$ cat src/design/sfs_consts.vh
// constants for the six channel fault supervisor
`ifndef SFS_CONSTS_VH
`define SFS_CONSTS_VH
`define SFS_CLK_HZ            10000000
`define SFS_NUM_CH            6
`define SFS_MASK_US           60
`define SFS_DEGLITCH_US       8
`define SFS_RETRY_PERIOD_MS   10
`define SFS_RETRY_WIDTH_US    68
`define SFS_MASK_CYC          ((`SFS_MASK_US * (`SFS_CLK_HZ / 1000000)))
`define SFS_DEGLITCH_CYC      ((`SFS_DEGLITCH_US * (`SFS_CLK_HZ / 1000000)))
`define SFS_RETRY_PERIOD_CYC  ((`SFS_RETRY_PERIOD_MS * (`SFS_CLK_HZ / 1000)))
`define SFS_RETRY_WIDTH_CYC   ((`SFS_RETRY_WIDTH_US * (`SFS_CLK_HZ / 1000000)))
`define SFS_WORD_W            9
`define SFS_BIT_UV            7
`define SFS_BIT_OV            8
`define SFS_CNT_W             17
`endif

$ cat src/design/sfs_sync.v
// two flip-flop level synchroniser
`timescale 1ns/1ns
module sfs_sync #(
  parameter W = 1
) (
  clk,
  rst_n,
  d,
  q
);
  input  wire         clk;
  input  wire         rst_n;
  input  wire [W-1:0] d;
  output reg  [W-1:0] q;
  reg [W-1:0] meta_reg;
  always @(posedge clk or negedge rst_n) begin
    if (!rst_n) begin
      meta_reg <= {W{1'b0}};
      q        <= {W{1'b0}};
    end else begin
      meta_reg <= d;
      q        <= meta_reg;
    end
  end
endmodule // sfs_sync

$ cat src/design/sfs_channel.v
// one channel: mask, deglitch, short and open fault, retry pulse
`timescale 1ns/1ns
`include "sfs_consts.vh"
module sfs_channel #(
  parameter RETRY_MODE   = 0,
  parameter MASK_CYC     = `SFS_MASK_CYC,
  parameter DEGLITCH_CYC = `SFS_DEGLITCH_CYC,
  parameter PERIOD_CYC   = `SFS_RETRY_PERIOD_CYC,
  parameter WIDTH_CYC    = `SFS_RETRY_WIDTH_CYC
) (
  clk,
  rst_n,
  cmd_on,
  drain_high,
  batt_fault,
  gate_drive,
  short_fault,
  open_fault
);
  input  wire clk;
  input  wire rst_n;
  input  wire cmd_on;
  input  wire drain_high;
  input  wire batt_fault;
  output reg  gate_drive;
  output reg  short_fault;
  output reg  open_fault;

  localparam [`SFS_CNT_W-1:0] MASK_N   = MASK_CYC[`SFS_CNT_W-1:0];
  localparam [`SFS_CNT_W-1:0] DGL_N    = DEGLITCH_CYC[`SFS_CNT_W-1:0];
  localparam [`SFS_CNT_W-1:0] PERIOD_N = PERIOD_CYC[`SFS_CNT_W-1:0];
  localparam [`SFS_CNT_W-1:0] WIDTH_N  = WIDTH_CYC[`SFS_CNT_W-1:0];

  reg  [`SFS_CNT_W-1:0] mask_reg;
  reg  [`SFS_CNT_W-1:0] dgl_reg;
  reg  [`SFS_CNT_W-1:0] per_reg;
  reg                   gate_d_reg;
  reg                   gate_next;
  wire                  mask_done;
  wire                  pulse_on;

  assign mask_done = (mask_reg == {`SFS_CNT_W{1'b0}});
  assign pulse_on  = (per_reg < WIDTH_N);

  // gate drive selection
  always @* begin
    gate_next = cmd_on & ~batt_fault;
    if (short_fault) begin
      if (RETRY_MODE != 0) begin
        gate_next = gate_next & pulse_on;
      end else begin
        gate_next = 1'b0;
      end
    end
  end

  always @(posedge clk or negedge rst_n) begin
    if (!rst_n) begin
      gate_drive  <= 1'b0;
      gate_d_reg  <= 1'b0;
      // mask runs after reset so synchroniser start-up values raise no open fault
      mask_reg    <= MASK_N;
      dgl_reg     <= {`SFS_CNT_W{1'b0}};
      per_reg     <= {`SFS_CNT_W{1'b0}};
      short_fault <= 1'b0;
      open_fault  <= 1'b0;
    end else begin
      gate_drive <= gate_next;
      gate_d_reg <= gate_drive;
      // mask restarts on every gate edge
      if (gate_drive != gate_d_reg) begin
        mask_reg <= MASK_N;
      end else if (!mask_done) begin
        mask_reg <= mask_reg - 1'b1;
      end
      // on-state deglitch of over-reference drain
      if (gate_drive && gate_d_reg && mask_done && drain_high) begin
        if (dgl_reg < DGL_N) begin
          dgl_reg <= dgl_reg + 1'b1;
        end
      end else begin
        dgl_reg <= {`SFS_CNT_W{1'b0}};
      end
      if (gate_drive && mask_done && drain_high && (dgl_reg >= DGL_N - 1'b1)) begin
        short_fault <= 1'b1;
      end else if (!cmd_on) begin
        short_fault <= 1'b0;
      end else if ((RETRY_MODE != 0) && gate_drive && gate_d_reg && mask_done
                   && !drain_high) begin
        short_fault <= 1'b0;
      end
      // retry period counter
      if (!short_fault || per_reg >= PERIOD_N - 1'b1) begin
        per_reg <= {`SFS_CNT_W{1'b0}};
      end else begin
        per_reg <= per_reg + 1'b1;
      end
      // off-state open load check
      if (!gate_drive && !gate_d_reg && mask_done) begin
        open_fault <= ~drain_high;
      end else if (gate_drive) begin
        open_fault <= 1'b0;
      end
    end
  end
endmodule // sfs_channel

$ cat src/design/sfs_top.v
// six channel fault supervisor top
// Behaviour
// - gate off-to-on starts channel mask timer; short comparator ignored meanwhile
// - after mask, drain high for deglitch time records short fault, flags
// - short deglitch interval is 8 us
// - latched-off variant forces gate off after short until cleared
// - retry variant replaces gate drive with low-duty periodic pulse
// - retry pulses repeat every 10 ms
// - each retry pulse keeps gate on 68 us
// - retry continues until short gone or commanded off; then auto-clears
// - fault word bits 0 to 5 hold per-channel load faults
// - open load checked only with gate off; mask restarts on turn-off
// - after off mask, drain below reference records open fault, flags
// - over-voltage forces all gates off; resumes when cleared
// - over-voltage sets fault word bit 8 and asserts flag
// - under-voltage sets fault word bit 7
// - battery fault suppresses load fault reporting until it clears
// - battery fault captured only if present at chip-select fall
// - chip-select fall releases flag when no fault remains
`timescale 1ns/1ns
`include "sfs_consts.vh"
module sfs_top #(
  parameter NUM_CH       = `SFS_NUM_CH,
  parameter RETRY_MODE   = 0,
  parameter UV_ENABLE    = 1,
  parameter MASK_CYC     = `SFS_MASK_CYC,
  parameter DEGLITCH_CYC = `SFS_DEGLITCH_CYC,
  parameter PERIOD_CYC   = `SFS_RETRY_PERIOD_CYC,
  parameter WIDTH_CYC    = `SFS_RETRY_WIDTH_CYC
) (
  clk,
  reset_n,
  chan_on,
  drain_sense,
  over_voltage,
  under_voltage,
  chip_select_n,
  gate_drive,
  fault_word,
  fault_flag_n_o,
  fault_flag_n_oe
);
  input  wire                     clk;
  input  wire                     reset_n;
  input  wire [NUM_CH-1:0]        chan_on;
  input  wire [NUM_CH-1:0]        drain_sense;
  input  wire                     over_voltage;
  input  wire                     under_voltage;
  input  wire                     chip_select_n;
  output wire [NUM_CH-1:0]        gate_drive;
  output reg  [`SFS_WORD_W-1:0]   fault_word;
  output wire                     fault_flag_n_o;
  output wire                     fault_flag_n_oe;

  // ************************************************
  // reset release
  // ************************************************
  reg rst_a_reg;
  reg rst_b_reg;
  always @(posedge clk or negedge reset_n) begin
    if (!reset_n) begin
      rst_a_reg <= 1'b0;
      rst_b_reg <= 1'b0;
    end else begin
      rst_a_reg <= 1'b1;
      rst_b_reg <= rst_a_reg;
    end
  end

  // ************************************************
  // input synchronisers
  // ************************************************
  wire [NUM_CH-1:0] drain_s;
  wire [1:0]        batt_s;
  sfs_sync #(.W(NUM_CH)) u_sync_drain (
    .clk   (clk),
    .rst_n (rst_b_reg),
    .d     (drain_sense),
    .q     (drain_s)
  );
  sfs_sync #(.W(2)) u_sync_batt (
    .clk   (clk),
    .rst_n (rst_b_reg),
    .d     ({under_voltage, over_voltage}),
    .q     (batt_s)
  );

  wire ov_now;
  wire uv_now;
  wire batt_fault;
  assign ov_now     = batt_s[0];
  assign uv_now     = (UV_ENABLE != 0) & batt_s[1];
  assign batt_fault = ov_now | uv_now;

  // ************************************************
  // channels
  // ************************************************
  wire [NUM_CH-1:0] short_f;
  wire [NUM_CH-1:0] open_f;
  genvar gi;
  generate
    for (gi = 0; gi < NUM_CH; gi = gi + 1) begin : g_ch
      sfs_channel #(
        .RETRY_MODE   (RETRY_MODE),
        .MASK_CYC     (MASK_CYC),
        .DEGLITCH_CYC (DEGLITCH_CYC),
        .PERIOD_CYC   (PERIOD_CYC),
        .WIDTH_CYC    (WIDTH_CYC)
      ) u_ch (
        .clk         (clk),
        .rst_n       (rst_b_reg),
        .cmd_on      (chan_on[gi]),
        .drain_high  (drain_s[gi]),
        .batt_fault  (ov_now),
        .gate_drive  (gate_drive[gi]),
        .short_fault (short_f[gi]),
        .open_fault  (open_f[gi])
      );
    end
  endgenerate

  // ************************************************
  // fault word and flag
  // ************************************************
  wire [NUM_CH-1:0] load_f;
  wire              any_now;
  reg               cs_d_reg;
  reg               flag_reg;
  wire              cs_fall;
  assign load_f  = (short_f | open_f) & {NUM_CH{~batt_fault}};
  assign any_now = (|load_f) | batt_fault;
  assign cs_fall = cs_d_reg & ~chip_select_n;

  always @(posedge clk or negedge rst_b_reg) begin
    if (!rst_b_reg) begin
      cs_d_reg   <= 1'b1;
      flag_reg   <= 1'b0;
      fault_word <= {`SFS_WORD_W{1'b0}};
    end else begin
      cs_d_reg <= chip_select_n;
      if (any_now) begin
        flag_reg <= 1'b1;
      end else if (cs_fall) begin
        flag_reg <= 1'b0;
      end
      if (cs_fall) begin
        fault_word <= {`SFS_WORD_W{1'b0}};
        fault_word[NUM_CH-1:0]  <= load_f;
        fault_word[`SFS_BIT_UV] <= uv_now;
        fault_word[`SFS_BIT_OV] <= ov_now;
      end
    end
  end

  assign fault_flag_n_o  = 1'b0;
  assign fault_flag_n_oe = flag_reg;
endmodule // sfs_top

$ cat config.mk
export PLATFORM = sky130hd
export DESIGN_NAME = sfs_top
export DESIGN_NICKNAME = d
export VERILOG_FILES = /design/src/design/sfs_sync.v /design/src/design/sfs_channel.v /design/src/design/sfs_top.v
export VERILOG_INCLUDE_DIRS = /design/src /design/src/design
export SDC_FILE = /design/constraint.sdc
export NUM_CORES = 1
export LEC_CHECK = 0
export ABC_AREA = 1
export CAP_MARGIN = 20
export CORE_AREA = 5 5 180 182
export DETAILED_ROUTE_END_ITERATION = 12
export DIE_AREA = 0 0 185 187
export DONT_BUFFER_PORTS = 1
export MAX_ROUTING_LAYER = met4
export SKIP_CTS_REPAIR_TIMING = 1
export SLEW_MARGIN = 0
export SYNTH_ARGS = -nofsm -noshare
export SYNTH_HDL_FRONTEND = slang
export SYNTH_HIERARCHICAL = 1
export SYNTH_SLANG_ARGS = --single-unit
$ cat constraint.sdc
create_clock -name clk -period 23.9 [get_ports clk]
set_input_delay 4.78 -clock clk [delete_from_list [all_inputs] [get_ports clk]]
set_output_delay 4.78 -clock clk [all_outputs]
set_load 0.02 [all_outputs]
---- Yosys cells after proc, flatten, opt, wreduce, memory -nomap -nowiden ----
Cells that the tools add are included.
operators by class
  order comparisons ....................... 12
  reduce and logical (&&, ||, !) cells .... 74
  bitwise logic cells ..................... 20
  multiplexer cells ....................... 56
  add/subtract/negate cells ............... 12
  eq/ne operators ......................... 24
operators with widths
  cell                   number
  $mux 17                24
  $add 17x1->17 const B  6
  $ge 17x7->1 const B    6
  $logic_not 17->1       6
  $lt 17x7->1 const B    6
  $sub 17x1->17 const B  6
  $logic_and 1x1->1      48
  $mux 1                 32
  $ne 2x2->1 const B     12
  $reduce_bool 2->1      7
  $logic_not 1->1        12
  $ne 2x1->1 const B     6
  $not 1->1              9
  $and 1x1->1            7
  $and 6x6->6            1
  $ne 1x1->1             6
  $or 6x6->6             1
  $reduce_or 6->1        1
  $or 1x1->1             2
word-level totals
  input bits .............................. 17
  register bits after elaboration ......... 256
  logic and storage cells ................. 243
  output and inout port bits .............. 17

---- Logic depth before layout (Yosys ltp) ----
  depth in word-level cells ............... 6
  depth in mapped cells ................... 11
  depth with buffers taken out ............ 11

---- Cells and area by module ----
The synthesis kept the hierarchy.
by module, submodules not included
  module                          area each (um2)  times used  seq. area each (um2)  cells an instance
  sfs_channel (g_ch[0].u_ch ...)  2122.0           5           955.9                 282
  sfs_channel (g_ch[3].u_ch)      2057.0           1           955.9                 268
  sfs_top                         538.0            1           301.5                 64
  sfs_sync (u_sync_drain)         300.3            1           300.3                 12
  sfs_sync (u_sync_batt)          100.1            1           100.1                 4

---- Worst setup path before layout ----
OpenSTA, ideal clock, no wires.
  path type ............................... input to register
  start ................................... input port chip_select_n
  end ..................................... register fault_word[3]
  setup time .............................. 0.129 ns
  buffers on the path ..................... 1
  cell stages on the path ................. 5
  required time ........................... 23.771 ns
  path slack .............................. 18.627 ns
  arrival ................................. 5.144 ns
  cells stage by stage .................... inv_1 nand2_2 buf_4 nand2_1 o21ai_1
between the ends
  longest elaborated chain between the ends .. 2
ends and longest elaborated chain
  item                           line           RTL
  start, declared                sfs_top.v:49   input wire chip_select_n;
  $not 1->1                      sfs_top.v:132  assign cs_fall = cs_d_reg & ~chip_select_n;
  $and 1x1->1                    sfs_top.v:132
  end signal, assigned           sfs_top.v:138  fault_word <= {`SFS_WORD_W{1'b0}};
  end signal, assigned           sfs_top.v:147  fault_word <= {`SFS_WORD_W{1'b0}};
  end signal, assigned by index  sfs_top.v:148  fault_word[NUM_CH-1:0] <= load_f;
  end, declared                  sfs_top.v:51   output reg [`SFS_WORD_W-1:0] fault_word;
Every way passes these cells.
A chain may end at the register's enable or synchronous reset.

---- Final worst setup path ----
  start ................................... register g_ch[3].u_ch.gate_drive
  end ..................................... output port gate_drive[3]
RTL lines
  item                    line              RTL
  start, declared         sfs_channel.v:25  output reg gate_drive;
  start signal, assigned  sfs_channel.v:68  gate_drive <= gate_next;
  end, declared           sfs_top.v:50      output wire [NUM_CH-1:0] gate_drive;
No word-level cell between the ends.

==> flow_metrics.env <==
export IMPL_cp_end_kind="output port"
export IMPL_grt_use_met3_pct=2.53
export IMPL_tns_ns=0
export IMPL_drc=0
export IMPL_synth_most_common_cell="nand2_1"
export IMPL_gp_congestion=0.861
export IMPL_status="complete, no violations"
export IMPL_yosysTopAreaCellShare_pct=42.5
export IMPL_synthTopCellsByCount="367 x nand2_1, 319 x nor2_1, 275 x inv_1"
export IMPL_routedWlPerCell_um=12.3
export IMPL_synth_avg_cell_area_sq_um=7.74
export IMPL_die_w_um=185
export IMPL_yosys_area_top_type="dfrtp_1"
export IMPL_multi_input_area_sq_um=6000
export IMPL_vdd_ir_drop_max_mv=0.0547
export IMPL_powerDensity_nw_per_um2=73.1
export IMPL_cap_viol_max_count=0
export IMPL_routed_wl_mm=26.9
export IMPL_synthArstFlopShare_pct=100
export IMPL_yosys_most_used_dff="dfrtp_1"
export IMPL_netlist_instances=1758
export IMPL_synth_cell_types=32
export IMPL_yosysWarnings=6
export IMPL_worstReg2RegStart="rst_b_reg$_DFF_PN0_"
export IMPL_vias_per_cell=4.76
export IMPL_clk_pin_slew_worst_paths_ns=0.06
export IMPL_synthTopCellsByArea="dfrtp_1 42%, nand2_1 10%, nor2_1 8.8%"
export IMPL_synthMuxAreaShare_pct=0
export IMPL_syn_area_sq_um=13600
export IMPL_ys_seq_area_share_pct=47.3
export IMPL_synth_adder_area_share_pct=2.76
export IMPL_timing_hold_violations_final=0
export IMPL_port_buffers=0
export IMPL_fmax_ghz=0.171
export IMPL_io_pins=34
export IMPL_synthXorXnorAreaFrac_pct=1.16
export IMPL_seq_area_sq_um=6440
export IMPL_fin_ws_ns=18.04
export IMPL_cts_tree="done"
export IMPL_worstPathRequired_ns=19.12
export IMPL_whs_ns=0.324
export IMPL_slew_violations=0
export IMPL_leakage_uw=0.00734
export IMPL_grt_first_pass_wirelength_mm=47.6
export IMPL_drive_above_1_share_pct=13.3
export IMPL_tightest_slew_ns=0.968
export IMPL_yosys_area_share_simple_pct=36.2
export IMPL_maxSlewHeadroom_pct=35.5
export IMPL_use_met2_pct=25.5
export IMPL_die_h_um=187
export IMPL_dr_total_vias=10453
export IMPL_place_ws_ns=18.33
export IMPL_crit_type="reg -> out"
export IMPL_worstRegToRegCells=2
export IMPL_synth_seq_cells=256
export IMPL_grt_pass1_vias=10152
export IMPL_synth_top_family_by_area="simple AND/OR/NAND/NOR gates"
export IMPL_fin_crit_ns=5.86
export IMPL_synth_compound_area_share_pct=3.84
export IMPL_ant_nets=0
export IMPL_clock_latency_ns=0.56
export IMPL_coreArea_sq_um=30400
export IMPL_p_total_uw=1100
export IMPL_startpoint_type="flip-flop"
export IMPL_htreeDepth=1
export IMPL_cp_depth=0
export IMPL_drt_iter0_markers=486
export IMPL_dp_hpwl_mm=18.9
export IMPL_cts_sink_count=256
export IMPL_critPathLaunch="g_ch[3].u_ch/gate_drive$_DFF_PN0_"
export IMPL_diodes=0
export IMPL_grt_max_degree=79
export IMPL_fp_dieArea_sq_um=34600
export IMPL_rsz0062_at_grt="false"
export IMPL_syn2layout_area_growth_pct=10.7
export IMPL_max_clock_path_buffers=3
export IMPL_final_nets=1821
export IMPL_cts_root_buf="clkbuf_16"
export IMPL_antenna_found_initial=0
export IMPL_dr_pass1_iters=5
export IMPL_cp_arrival_ns=1.08
export IMPL_grt_usage_pct=16.3
export IMPL_finalSetupViolCount=0
export IMPL_synth_edff_count=0
export IMPL_cts_buffers=30
export IMPL_met1_usage_pct=22.8
export IMPL_grt_remaining_overflow=0
export IMPL_path_max_fanout=5
export IMPL_period_share_pct=24.5
export IMPL_hold_path_class="reg -> async"
export IMPL_rows=64
export IMPL_fillCellCount=2982
export IMPL_busiest_layer="met2"
export IMPL_skew_ns=0.0231
export IMPL_initial_utilization_pct=44.7
layer usage:
layer,vias up,wire [um]
li1,5469,-
met1,4828,13500
met2,116,11900
met3,40,880
met4,0,567
met5,-,0
stage by stage:
stage	util [%]	cells	cell area, sq um
2_1_floorplan	-	1759	13600
3_3_place_gp	46.0	2138	14000
3_5_place_dp	46.0	2138	14000
4_1_cts	49.5	2194	15100
5_1_grt	49.5	2194	15100
6_report	49.5	2194	15100
where the power goes:
part           leakage (uW)  internal, uW  switching (uW)
sequential          0.00340           466            26.6
clock              0.000510           302             187
combinational       0.00343          37.3            81.4
area by class of cell:
class | instances | area share [%]
flip-flops and latches | 256 | 42.8
multi-input cells | 1207 | 39.8
inverters | 276 | 6.88
clock buffers | 37 | 5.29
well taps | 396 | 3.29
clock inverters | 19 | 1.81
repair buffers | 3 | 0.150
layout by cell type, fill, tap and decap left out, types with 6 or more instances in the layout:
| cell type | synthesis | final |
|---|---|---|
| nand2_1 | 367 | 367 |
| o21bai_1 | 15 | 15 |
| nand2_2 | 17 | 17 |
| nand3_1 | 157 | 157 |
| clkinv_2 | 0 | 6 |
| o21ai_1 | 6 | 6 |
| nor2_1 | 319 | 319 |
| or2_2 | 13 | 13 |
| nand3b_1 | 10 | 10 |
| inv_1 | 275 | 275 |
| dfrtp_1 | 231 | 230 |
| xor2_1 | 18 | 18 |
| clkbuf_16 | 0 | 30 |
| nand4_1 | 35 | 35 |
| dfstp_2 | 25 | 25 |
| nor3b_1 | 6 | 6 |
| a21oi_1 | 27 | 27 |
| ha_1 | 30 | 30 |
| nor2_4 | 25 | 25 |
| o21ai_0 | 46 | 46 |
| nor2_2 | 91 | 91 |
| bufinv_16 | 0 | 6 |
| nor3_1 | 7 | 7 |
final timing paths:
kind | endpoint | slack [ns]
worst max-delay path | gate_drive[3] | 18.04
worst min-delay path | u_sync_drain/meta_reg[5]$_DFF_PN0_ | 0.32
worst max register to register | u_sync_drain/q[4]$_DFF_PN0_ | 21.41
worst min register to register | u_sync_drain/meta_reg[5]$_DFF_PN0_ | 0.32
max in group asynchronous | rst_b_reg$_DFF_PN0_ | 19.92
min in group clk | u_sync_batt/q[1]$_DFF_PN0_ | 0.35
logic make-up (layout without fill, tap and decap cells):
group,after synthesis,count (layout)
simple gates,1060,1060
buf+inv,296,335
flops,256,256
compound gates,96,96
fa+ha+maj,30,30
xor+xnor,18,18
other cells,2,3
No activity file was read; power rests on OpenSTA's default activity.
